==> config.mk <==
export PLATFORM = sky130hd
export DESIGN_NAME = spw_top
export DESIGN_NICKNAME = d
export VERILOG_FILES = /design/src/spw_top.v
export VERILOG_INCLUDE_DIRS = /design/src
export SDC_FILE = /design/constraint.sdc
export NUM_CORES = 1
export LEC_CHECK = 0
export ABC_AREA = 1
export BUFFER_PORTS_ARGS = -buffer_cell sky130_fd_sc_hd__buf_2
export CORE_MARGIN = 2
export CORE_UTILIZATION = 55
export CTS_BUF_LIST = sky130_fd_sc_hd__clkbuf_8
export DETAILED_ROUTE_END_ITERATION = 10
export HOLD_SLACK_MARGIN = 0.02
export PLACE_DENSITY = 0.81
export REMOVE_ABC_BUFFERS = 1
export SLEW_MARGIN = 10
export SYNTH_ARGS = -nofsm -noshare
export SYNTH_HDL_FRONTEND = slang
export SYNTH_SLANG_ARGS = --single-unit
==> constraint.sdc <==
create_clock -name mclk -period 8.9 [get_ports mclk]
set_input_delay 1.335 -clock mclk [delete_from_list [all_inputs] [get_ports mclk]]
set_output_delay 1.335 -clock mclk [all_outputs]
set_load 0.01 [all_outputs]
==> src/spw_defines.vh <==
// Register map, field positions and reset values of the serial port block
`ifndef SPW_DEFINES_VH
`define SPW_DEFINES_VH
`define SPW_OFS_RCSTA 8'h00
`define SPW_OFS_RCREG 8'h04
`define SPW_OFS_TXSTA 8'h08
`define SPW_OFS_TXREG 8'h0C
`define SPW_OFS_BAUD 8'h10
`define SPW_OFS_BRGH 8'h14
`define SPW_OFS_BRGL 8'h18
`define SPW_RC_SERIAL_PORT_ENABLE 7
`define SPW_RC_RX9 6
`define SPW_RC_SREN 5
`define SPW_RC_CREN 4
`define SPW_RC_ADDEN 3
`define SPW_RC_RX9D 0
`define SPW_TX_CLOCK_SOURCE_MASTER 7
`define SPW_TX_TX9 6
`define SPW_TX_TRANSMIT_ENABLE_BIT 5
`define SPW_TX_SYNC 4
`define SPW_TX_SEND_BREAK_REQUEST 3
`define SPW_TX_BRGH 2
`define SPW_TX_SHIFT_REGISTER_EMPTY 1
`define SPW_TX_TRANSMIT_NINTH_BIT 0
`define SPW_BD_RECEIVE_IDLE_STATUS 6
`define SPW_BD_CLOCK_IDLE_POLARITY 4
`define SPW_BD_SIXTEEN_BIT_BAUD_SELECT 3
`define SPW_BD_WUE 1
`define SPW_BD_ABDEN 0
`define SPW_RST_RCSTA 8'h00
`define SPW_RST_TXSTA 8'h02
`define SPW_RST_BAUD 8'h40
`define SPW_RST_BYTE 8'h00
`define SPW_CLK_NS 100
`define SPW_TCY_NS 100
`define SPW_LOAD_CYC ((`SPW_TCY_NS + `SPW_CLK_NS - 1) / `SPW_CLK_NS)
`define SPW_BRK_ZEROS 12
`define SPW_BRK_BITS 4'd14
`endif

==> src/spw_top.v <==
// Serial port: wake on edge, break send, synchronous master transmit, APB registers
`timescale 1ns/100ps
`include "spw_defines.vh"
module spw_top (
	input wire mclk,
	input wire sys_rst,
	input wire psel,
	input wire penable,
	input wire pwrite,
	input wire [31:0] paddr,
	input wire [31:0] pwdata,
	output wire [31:0] prdata,
	output wire pready,
	output wire pslverr,
	input wire rx_i,
	output wire rx_o,
	output wire rx_oe,
	output wire tx_o,
	output wire tx_oe,
	input wire rx_byte_valid,
	input wire [8:0] rx_byte,
	input wire rx_busy,
	output wire rx_suspend,
	output wire receive_irq_flag,
	output wire transmit_buffer_empty_flag,
	output wire baud_tick
);
	localparam ST_IDLE = 3'b001;
	localparam ST_LOAD = 3'b010;
	localparam ST_SHIFT = 3'b100;

	function hit;
		input [31:0] a;
		input [7:0] ofs;
		begin
			hit = (a[31:8] == 24'h000000) && (a[7:0] == ofs);
		end
	endfunction

	wire setup_ph = psel & ~penable;
	wire acc_ph = psel & penable;
	wire wr = acc_ph & pwrite;
	wire rd = acc_ph & ~pwrite;
	// Register select lines, one per mapped register in map order
	function [7:0] reg_ofs;
		input integer i;
		begin
			case (i)
				0: reg_ofs = `SPW_OFS_RCSTA;
				1: reg_ofs = `SPW_OFS_RCREG;
				2: reg_ofs = `SPW_OFS_TXSTA;
				3: reg_ofs = `SPW_OFS_TXREG;
				4: reg_ofs = `SPW_OFS_BAUD;
				5: reg_ofs = `SPW_OFS_BRGH;
				default: reg_ofs = `SPW_OFS_BRGL;
			endcase
		end
	endfunction
	wire [6:0] sel;
	genvar gi;
	generate
		for (gi = 0; gi < 7; gi = gi + 1)
		begin : g_sel
			assign sel[gi] = hit(paddr, reg_ofs(gi));
		end
	endgenerate
	wire mapped = |sel;
	wire wr_rcsta = wr & sel[0];
	wire wr_txsta = wr & sel[2];
	wire wr_txreg = wr & sel[3];
	wire wr_baud = wr & sel[4];
	wire wr_brgh = wr & sel[5];
	wire wr_brgl = wr & sel[6];
	wire rd_rcreg = rd & sel[1];

	reg [7:0] rcsta_q;
	reg [7:0] txsta_q;
	reg [7:0] baud_q;
	reg [7:0] brgh_q;
	reg [7:0] brgl_q;
	reg [7:0] txbuf_q;
	reg [8:0] rcreg_q;
	reg txfull_q;
	reg rcif_q;
	reg woke_q;
	reg [31:0] prdata_q;
	reg [2:0] st_q;
	reg [2:0] st_d;
	reg [13:0] sh_q;
	reg [3:0] cnt_q;
	reg brk_q;
	reg ph_q;
	reg txd_q;
	reg [15:0] bcnt_q;
	reg rx_m_q;
	reg rx_s_q;
	reg rx_p_q;

	wire serial_port_enable = rcsta_q[`SPW_RC_SERIAL_PORT_ENABLE];
	wire sren = rcsta_q[`SPW_RC_SREN];
	wire cren = rcsta_q[`SPW_RC_CREN];
	wire clock_source_master = txsta_q[`SPW_TX_CLOCK_SOURCE_MASTER];
	wire tx9 = txsta_q[`SPW_TX_TX9];
	wire transmit_enable_bit = txsta_q[`SPW_TX_TRANSMIT_ENABLE_BIT];
	wire syn = txsta_q[`SPW_TX_SYNC];
	wire send_break_request = txsta_q[`SPW_TX_SEND_BREAK_REQUEST];
	wire transmit_ninth_bit = txsta_q[`SPW_TX_TRANSMIT_NINTH_BIT];
	wire clock_idle_polarity = baud_q[`SPW_BD_CLOCK_IDLE_POLARITY];
	wire sixteen_bit_baud_select = baud_q[`SPW_BD_SIXTEEN_BIT_BAUD_SELECT];
	wire wake_on_edge_enable = baud_q[`SPW_BD_WUE];
	wire master = clock_source_master & syn & serial_port_enable;
	wire sync_rx = syn & (sren | cren);
	wire busy = ~st_q[0];
	wire shift_register_empty = ~busy;

	// Two-stage synchroniser; the second stage and its delayed copy rx_p_q feed the edge detect
	always @(posedge mclk or posedge sys_rst)
	begin
		if (sys_rst)
		begin
			rx_m_q <= 1'b1;
			rx_s_q <= 1'b1;
			rx_p_q <= 1'b1;
		end
		else
		begin
			rx_m_q <= rx_i;
			rx_s_q <= rx_m_q;
			rx_p_q <= rx_s_q;
		end
	end
	wire rx_fall = rx_p_q & ~rx_s_q;
	wire rx_rise = ~rx_p_q & rx_s_q;
	wire wake_ev = wake_on_edge_enable & ~woke_q & rx_fall;
	wire wake_end = wake_on_edge_enable & woke_q & rx_rise;

	// Baud generator; restarts at each load so the start bit is a full bit time
	wire [15:0] div = sixteen_bit_baud_select ? {brgh_q, brgl_q} : {8'h00, brgl_q};
	wire tick = serial_port_enable & (bcnt_q == 16'h0000);
	always @(posedge mclk or posedge sys_rst)
	begin
		if (sys_rst)
			bcnt_q <= 16'h0000;
		else if (~serial_port_enable || tick || st_q[1])
			bcnt_q <= div;
		else
			bcnt_q <= bcnt_q - 16'h0001;
	end

	// Load waits for an empty shift register; in sync mode a receive blocks it
	wire can_load = txfull_q & transmit_enable_bit & serial_port_enable & ~(syn & sync_rx);
	wire last = (cnt_q == 4'd1);
	wire bit_end = tick & (~syn | ph_q);
	wire done = st_q[2] & bit_end & last;

	always @*
	begin
		st_d = st_q;
		case (st_q)
			ST_IDLE:
				if (can_load)
					st_d = ST_LOAD;
			ST_LOAD:
				st_d = ST_SHIFT;
			ST_SHIFT:
				if (done)
					st_d = can_load ? ST_LOAD : ST_IDLE;
			default:
				st_d = ST_IDLE;
		endcase
	end

	// Frame images, shifted out LSB first
	wire [13:0] img_brk = {1'b1, {`SPW_BRK_ZEROS{1'b0}}, 1'b0};
	wire [13:0] img_async = tx9 ? {4'b1111, transmit_ninth_bit, txbuf_q, 1'b0} :
		{4'b1111, 1'b1, txbuf_q, 1'b0};
	wire [13:0] img_sync = {5'b11111, tx9 ? transmit_ninth_bit : 1'b1, txbuf_q};
	wire brk_go = send_break_request & ~syn;
	wire [3:0] n_async = tx9 ? 4'd11 : 4'd10;
	wire [3:0] n_sync = tx9 ? 4'd9 : 4'd8;

	always @(posedge mclk or posedge sys_rst)
	begin
		if (sys_rst)
		begin
			st_q <= ST_IDLE;
			sh_q <= 14'h3FFF;
			cnt_q <= 4'd0;
			brk_q <= 1'b0;
			ph_q <= 1'b0;
			txd_q <= 1'b1;
		end
		else
		begin
			st_q <= st_d;
			if (st_q[1])
			begin
				ph_q <= 1'b0;
				brk_q <= brk_go;
				if (syn)
				begin
					sh_q <= img_sync;
					cnt_q <= n_sync;
				end
				else if (brk_go)
				begin
					sh_q <= img_brk;
					cnt_q <= `SPW_BRK_BITS;
				end
				else
				begin
					sh_q <= img_async;
					cnt_q <= n_async;
				end
			end
			else if (st_q[2] && tick)
			begin
				if (syn)
					ph_q <= ~ph_q;
				if (bit_end)
				begin
					sh_q <= {1'b1, sh_q[13:1]};
					cnt_q <= cnt_q - 4'd1;
				end
			end
			if (st_q[2])
				txd_q <= sh_q[0];
			else
				txd_q <= 1'b1;
		end
	end

	// Buffer flag: a write in the load cycle keeps the new byte pending
	wire load = st_q[1];
	wire brk_clr = done & brk_q;
	always @(posedge mclk or posedge sys_rst)
	begin
		if (sys_rst)
		begin
			txfull_q <= 1'b0;
			txbuf_q <= `SPW_RST_BYTE;
		end
		else
		begin
			txfull_q <= (txfull_q & ~load) | wr_txreg;
			if (wr_txreg)
				txbuf_q <= pwdata[7:0];
		end
	end

	// Wake tracking and the receive flag; set wins over the read clear
	wire rc_set = wake_ev | (rx_byte_valid & ~wake_on_edge_enable);
	always @(posedge mclk or posedge sys_rst)
	begin
		if (sys_rst)
		begin
			woke_q <= 1'b0;
			rcif_q <= 1'b0;
			rcreg_q <= 9'h000;
		end
		else
		begin
			if (wake_ev)
				woke_q <= 1'b1;
			else if (wake_end || !wake_on_edge_enable)
				woke_q <= 1'b0;
			rcif_q <= rc_set | (rcif_q & ~rd_rcreg);
			if (rx_byte_valid && !wake_on_edge_enable)
				rcreg_q <= rx_byte;
		end
	end

	// Control registers; hardware clears lose to a software set
	always @(posedge mclk or posedge sys_rst)
	begin
		if (sys_rst)
		begin
			rcsta_q <= `SPW_RST_RCSTA;
			txsta_q <= `SPW_RST_TXSTA;
			baud_q <= `SPW_RST_BAUD;
			brgh_q <= `SPW_RST_BYTE;
			brgl_q <= `SPW_RST_BYTE;
		end
		else
		begin
			if (wr_rcsta)
				rcsta_q <= {pwdata[7:3], 3'b000};
			if (wr_txsta)
				txsta_q <= {pwdata[7:2], 1'b0, pwdata[0]};
			else if (brk_clr)
				txsta_q[`SPW_TX_SEND_BREAK_REQUEST] <= 1'b0;
			if (wr_baud)
				baud_q <= {1'b0, 1'b0, 1'b0, pwdata[4:3], 1'b0, pwdata[1:0]};
			else if (wake_end)
				baud_q[`SPW_BD_WUE] <= 1'b0;
			if (wr_brgh)
				brgh_q <= pwdata[7:0];
			if (wr_brgl)
				brgl_q <= pwdata[7:0];
		end
	end

	// Read data is captured in the setup cycle so it comes from a flop
	reg [7:0] rmux;
	always @*
	begin
		rmux = 8'h00;
		if (hit(paddr, `SPW_OFS_RCSTA))
			rmux = {rcsta_q[7:1], rcreg_q[8]};
		else if (hit(paddr, `SPW_OFS_RCREG))
			rmux = rcreg_q[7:0];
		else if (hit(paddr, `SPW_OFS_TXSTA))
			rmux = {txsta_q[7:2], shift_register_empty, txsta_q[0]};
		else if (hit(paddr, `SPW_OFS_TXREG))
			rmux = txbuf_q;
		else if (hit(paddr, `SPW_OFS_BAUD))
			rmux = {1'b0, ~rx_busy, baud_q[5:0]};
		else if (hit(paddr, `SPW_OFS_BRGH))
			rmux = brgh_q;
		else if (hit(paddr, `SPW_OFS_BRGL))
			rmux = brgl_q;
	end
	always @(posedge mclk or posedge sys_rst)
	begin
		if (sys_rst)
			prdata_q <= 32'h00000000;
		else if (setup_ph)
			prdata_q <= {24'h000000, rmux};
	end

	assign prdata = prdata_q;
	assign pready = 1'b1;
	assign pslverr = acc_ph & ~mapped;

	// Receiver is held off while waking or while a sync word goes out
	assign rx_suspend = wake_on_edge_enable | (syn & busy);
	wire ck_line = clock_idle_polarity ^ ph_q;
	assign tx_oe = serial_port_enable & (~syn | clock_source_master);
	// tx_o and rx_o come from flops; data is delayed with the clock so their spacing holds
	reg line_q;
	reg dt_q;
	always @(posedge mclk or posedge sys_rst)
	begin
		if (sys_rst)
		begin
			line_q <= 1'b1;
			dt_q <= 1'b1;
		end
		else
		begin
			line_q <= syn ? ck_line : txd_q;
			dt_q <= txd_q;
		end
	end
	assign tx_o = line_q;
	assign rx_oe = master & busy & ~sync_rx;
	assign rx_o = dt_q;
	assign receive_irq_flag = rcif_q;
	assign transmit_buffer_empty_flag = ~txfull_q;
	assign baud_tick = tick;
endmodule // spw_top

# [After elaboration in Yosys (flattened, before gate mapping)]
# Index checks and enable logic that the tools add are counted.
[classes] add_sub_neg=2 reduce_logical=26 n_eq_ne=12 muxes=38 n_bitwise=63
[ops] op="2-to-1 mux 8 bit" count=7
[ops] op="2-to-1 mux 14 bit" count=3
[ops] op="bitwise AND 1 bit" count=38
[ops] op="2-to-1 mux 16 bit" count=2
[ops] op="2-to-1 mux 13 bit" count=2
[ops] op="equality test 8 x 5 -> 1 bit (second input constant)" count=3
[ops] op="zero test 24 bit" count=1
[ops] op="inverter 1 bit" count=17
[ops] op="equality test 8 x 4 -> 1 bit (second input constant)" count=2
[ops] op="zero test 16 bit" count=1
[ops] op="subtractor 16 x 1 -> 16 bit (second input constant)" count=1
[ops] op="2-to-1 mux 1 bit" count=14
[ops] op="2-to-1 mux 3 bit" count=4
[ops] op="2-to-1 mux 4 bit" count=3
[ops] op="nonzero test 2 bit" count=6
[ops] op="2-to-1 mux 10 bit" count=1
[ops] op="logical AND 1 bit" count=9
[ops] op="case mux 3 bit (3 select lines)" count=1
[ops] op="equality test 8 x 3 -> 1 bit (second input constant)" count=1
[ops] op="zero test 8 bit" count=1
[ops] op="OR 1 bit" count=7
[ops] op="OR reduction 7 bit" count=1
[ops] op="AND reduction 2 bit" count=3
[ops] op="equality test 4 x 1 -> 1 bit (second input constant)" count=1
[ops] op="9 further kinds" count=12
[totals] in_bits=81 register_bits=106 out_inout_bits=42

# [Depth between registers and ports, before layout]
[depth] ltp_word=9 mapped_depth=14

# [Worst setup path after synthesis]
# Ideal clock, no wire load.
[synth_timing] path_type="input -> output" startpoint="in paddr[23]" endpoint="out pslverr" path_stages=10 n_path_buf=2 required_time_ns=7.565 slack_ns=5.157 arrival_ns=2.408 cell_sequence="nor2_1 -> nand2_1 -> nor2_1 -> nand2_2 -> nor2_4 -> buf_6 -> buf_6 -> nand2_1 -> nand2_1 -> nor4_1"
[synth_via] elab_chain_cells=5 elab_cells_between_ends=11
[synth_lines] element="from (decl)" line_no="spw_top.v:10" source="input wire [31:0] paddr,"
[synth_lines] element="zero test 24 bit (*)" line_no="spw_top.v:36" source="hit = (a[31:8] == 24'h000000) && (a[7:0] == ofs);"
[synth_lines] element="logical AND 1 bit" line_no="spw_top.v:36"
[synth_lines] element="OR reduction 7 bit (*)" line_no="spw_top.v:67" source="wire mapped = |sel;"
[synth_lines] element="inverter 1 bit (*)" line_no="spw_top.v:333" source="assign pslverr = acc_ph & ~mapped;"
[synth_lines] element="bitwise AND 1 bit (*)" line_no="spw_top.v:333"
[synth_lines] element="to (decl)" line_no="spw_top.v:14" source="output wire pslverr,"
# Every way passes the cells marked *; elsewhere a longest branch is shown, timed or not.

# [Worst setup path in the final report]
[layout_timing] startpoint="in paddr[11]" endpoint="out pslverr"
# Same word-level chain as after synthesis.

==> key figures <==
Worst hold path
  • Hold worst-path end: rx_s_q$_DFF_PP1_
  • Worst hold path depth: 0
  • Hold Startpoint: rx_m_q$_DFF_PP1_
  • Path type of the worst min-delay path: reg -> reg

Yosys
  • Yosys warns: 0
  • Synth Area per Inst: 8.39 sq um
  • Synth Register Bits: 104
  • Area contributors post-synth: dfrtp_1, nand2_1, dfstp_2, nor2_1, nand3_1
  • Most used DFF post-synth: dfrtp_1
  • Seq/Total Area, Yosys: 0.464
  • Area leader, netlist: dfrtp_1
  • Count of cell types in the netlist: 50
  • Most common cell in the netlist: nand2_1
  • EDFF count, synth: 0
  • Mapped cell area: 5660 sq um
  • Async S/R FF share, synth: 1.00
  • Post-Syn Instances: 675
  • Synth top cells by count: nand2_1, dfrtp_1, nor2_1, inv_1, nand3_1
  • Yosys top cell area share: 0.371

Die
  • Core area: 10100 sq um
  • Effective utilization at floorplan: 0.558
  • Die area: 11100 sq um
  • Die outline height: 105 um
  • FP Rows: 37
  • Die width: 105 um
  • # IOs: 123

Clocking
  • Clock root cell: clkbuf_8
  • Num CTS Buffers: 9
  • # resized after CTS: 0
  • Clk_lat worst skew: 0.38 ns
  • Clock Sinks: 104
  • Clock slew at reported path FFs: 0.11 ns
  • # hold bufs at CTS: 0
  • Setup repair bufs after CTS: 0
  • Bufs on Longest Clock Path: 2
  • CTS tree: yes
  • CTS H-tree lvls: 3

Global route
  • Grt total ovfl: 0
  • First-pass GRT wire length: 21700 um
  • Vias in the first global route: 4582
  • All-Layer GR Usage: 0.243
  • Largest net degree at the start of global routing: 62
  • Initial antenna violation count: 0

Route
  • Remaining antenna violation count: 0
  • Routed WL: 12800 um
  • WL/cell: 14.5 um
  • Drt pass-1 iters: 6
  • Via/cell ratio: 5.40
  • DRC Markers: 0
  • Iter 0 DRT Violations: 376
  • Vias: 4774

STA
  • Final worst slack: 4.71 ns
  • F_max: 239 MHz
  • Final Critical Period: 4.19 ns
  • Final period util: 0.471
  • Finish-stage setup viols: 0
  • Max-slew headroom: 0.506
  • Worst-Margin Slew: 0.740 ns
  • RSZ-0062 raised after global routing: no
  • Final hold violation count: 0
  • Final Skew: 0.0131 ns
  • TNS Setup: 0 ns
  • Max-slew violation count: 0

Worst setup path
  • R2R Setup Slk: 6.94 ns
  • RR Endpoint: sh_q[3]$_DFFE_PP1P_
  • Setup Crit Path Kind: in -> out
  • Critical path's slowest cell: nor2_4
  • Critical Path RT: 7.57 ns
  • CP startpoint kind: input port
  • Max FO, Critical Path: 30
  • Max stage delay on crit path: 0.58 ns
  • CP Launch Point: paddr[11]
  • CP cell instances: buf_2 -> nor2_1 -> nand4_4 -> nor2_4 -> nand2_4 -> nor2_1 -> nor4_1 -> buf_2
  • FF-to-FF Start: st_q[1]$_DFFE_PP0P_
  • R2R depth: 7
  • Worst setup EP type: output pin
  • Critical Path AT: 2.86 ns

Pwr
  • P per Cell Area: 138 nW/um^2
  • Logic pwr share: 0.058
  • VDD IR-drop max: 92.3 uV
  • Power Total: 0.858 mW
  • Leakage dissipation: 3.08 nW
  • Seq pwr share: 0.561
  • Switching part of the total: 0.260
  • Net Switching: 0.223 mW
  • Int Pwr: 0.635 mW
  • Clock network fraction of total power: 0.381

Cells and area
  • Layout Nets: 828
  • FF+latch area: 2630 sq um
  • N_diodes: 0
  • Area occupied by multi-input gates: 2560 sq um
  • Fillcell total: 879
  • Share of cells above drive strength 1: 0.247
  • Area grow syn2layout: 9.90%

Placed design
  • Final Wtd Congestion: 0.877
  • Place WS: 4.70 ns
  • Hpwl dp: 9650 um
  • I/O Buffers: 73

Run
  • Max-cap check violation count: 0

Status
  • Status: finished, final reports clean
[metrics by stage]
step	utilization	cell area, sq um	std cells	hold slack (ns)
after floorplan	-	5460	658	0.345
after detailed placement	0.592	6000	868	0.352
final	0.614	6220	884	0.355
after global placement	0.592	6000	868	0.354
after global routing	0.614	6220	884	0.350
after CTS	0.614	6220	884	0.358
[worst max-delay path by stage]
stage | to | slack, ns
5_1_grt | pslverr | 4.53
6_report | pslverr | 4.71
3_3_place_gp | pslverr | 4.75
4_1_cts | pslverr | 4.71
2_1_floorplan | baud_q[0]$_DFFE_PP0P_ | 4.87
3_5_place_dp | pslverr | 4.70
[critical path: cells and delay by family]
family / cells / cell delay (ns)
buffers and inverters: 2 / 0.24
and+or+nand+nor: 6 / 1.27
[per-layer routing]
layer  wire (um)  part of all wire  global-route usage
met3         723             0.056              0.0359
met5           0                 0                   0
met1        5730              0.45               0.334
met2        6110              0.48               0.397
met4         282             0.022              0.0810
[layout by cell type (no fill, tap or decap), drive strengths merged]
cell type    n
mux2         9
nand4       16
nor3         9
clkbuf       9
nor4         5
clkinv       5
nand3b       1
a21oi        9
or2          2
o21a         1
nor2        75
dfrtp       84
ha           4
a211oi       1
nand3       51
inv         73
o311ai       1
xnor2        6
o221ai       7
bufinv       1
nor3b        1
o21ai       77
o211ai       3
buf         74
xor2         4
conb        25
nand2      166
o31ai        1
a31oi        7
dfstp       20
and3         1
[power groups by stage]
stage                     clock network, mW  logic [mW]  registers, mW
after floorplan                           0      0.0288          0.489
after global placement                    0      0.0488          0.490
after detailed placement                  0      0.0504          0.490
after CTS                             0.329      0.0506          0.481
after global routing                  0.348      0.0564          0.482
final                                 0.327      0.0498          0.481
[registers in the layout, indices dropped and copies added, names as in the netlist, 3 cells and up]
| name | flops |
|---|---|
| baud_q | 4 |
| bcnt_q | 16 |
| brgh_q | 8 |
| brgl_q | 8 |
| cnt_q | 4 |
| prdata | 8 |
| rcreg_q | 9 |
| rcsta_q | 5 |
| sh_q | 13 |
| st_q | 3 |
| txbuf_q | 8 |
| txsta_q | 7 |
[cell type report]
type | count | share of cell area
Clock buffer | 9 | 0.0199
Timing Repair Buffer | 74 | 0.0599
Inverter | 72 | 0.0440
Multi-Input combinational cell | 482 | 0.411
Clock inverter | 7 | 0.0157
Tap cell | 136 | 0.0273
Sequential cell | 104 | 0.422
[cells by family after synthesis]
logic type,share of synthesized area
fa+ha+maj,0.00884
other cells,0.00133
compound gates,0.117
simple gates,0.276
buf+inv,0.0997
flops,0.464
xor+xnor,0.0155
mux,0.0179
Power figures use the tool's default switching activity.
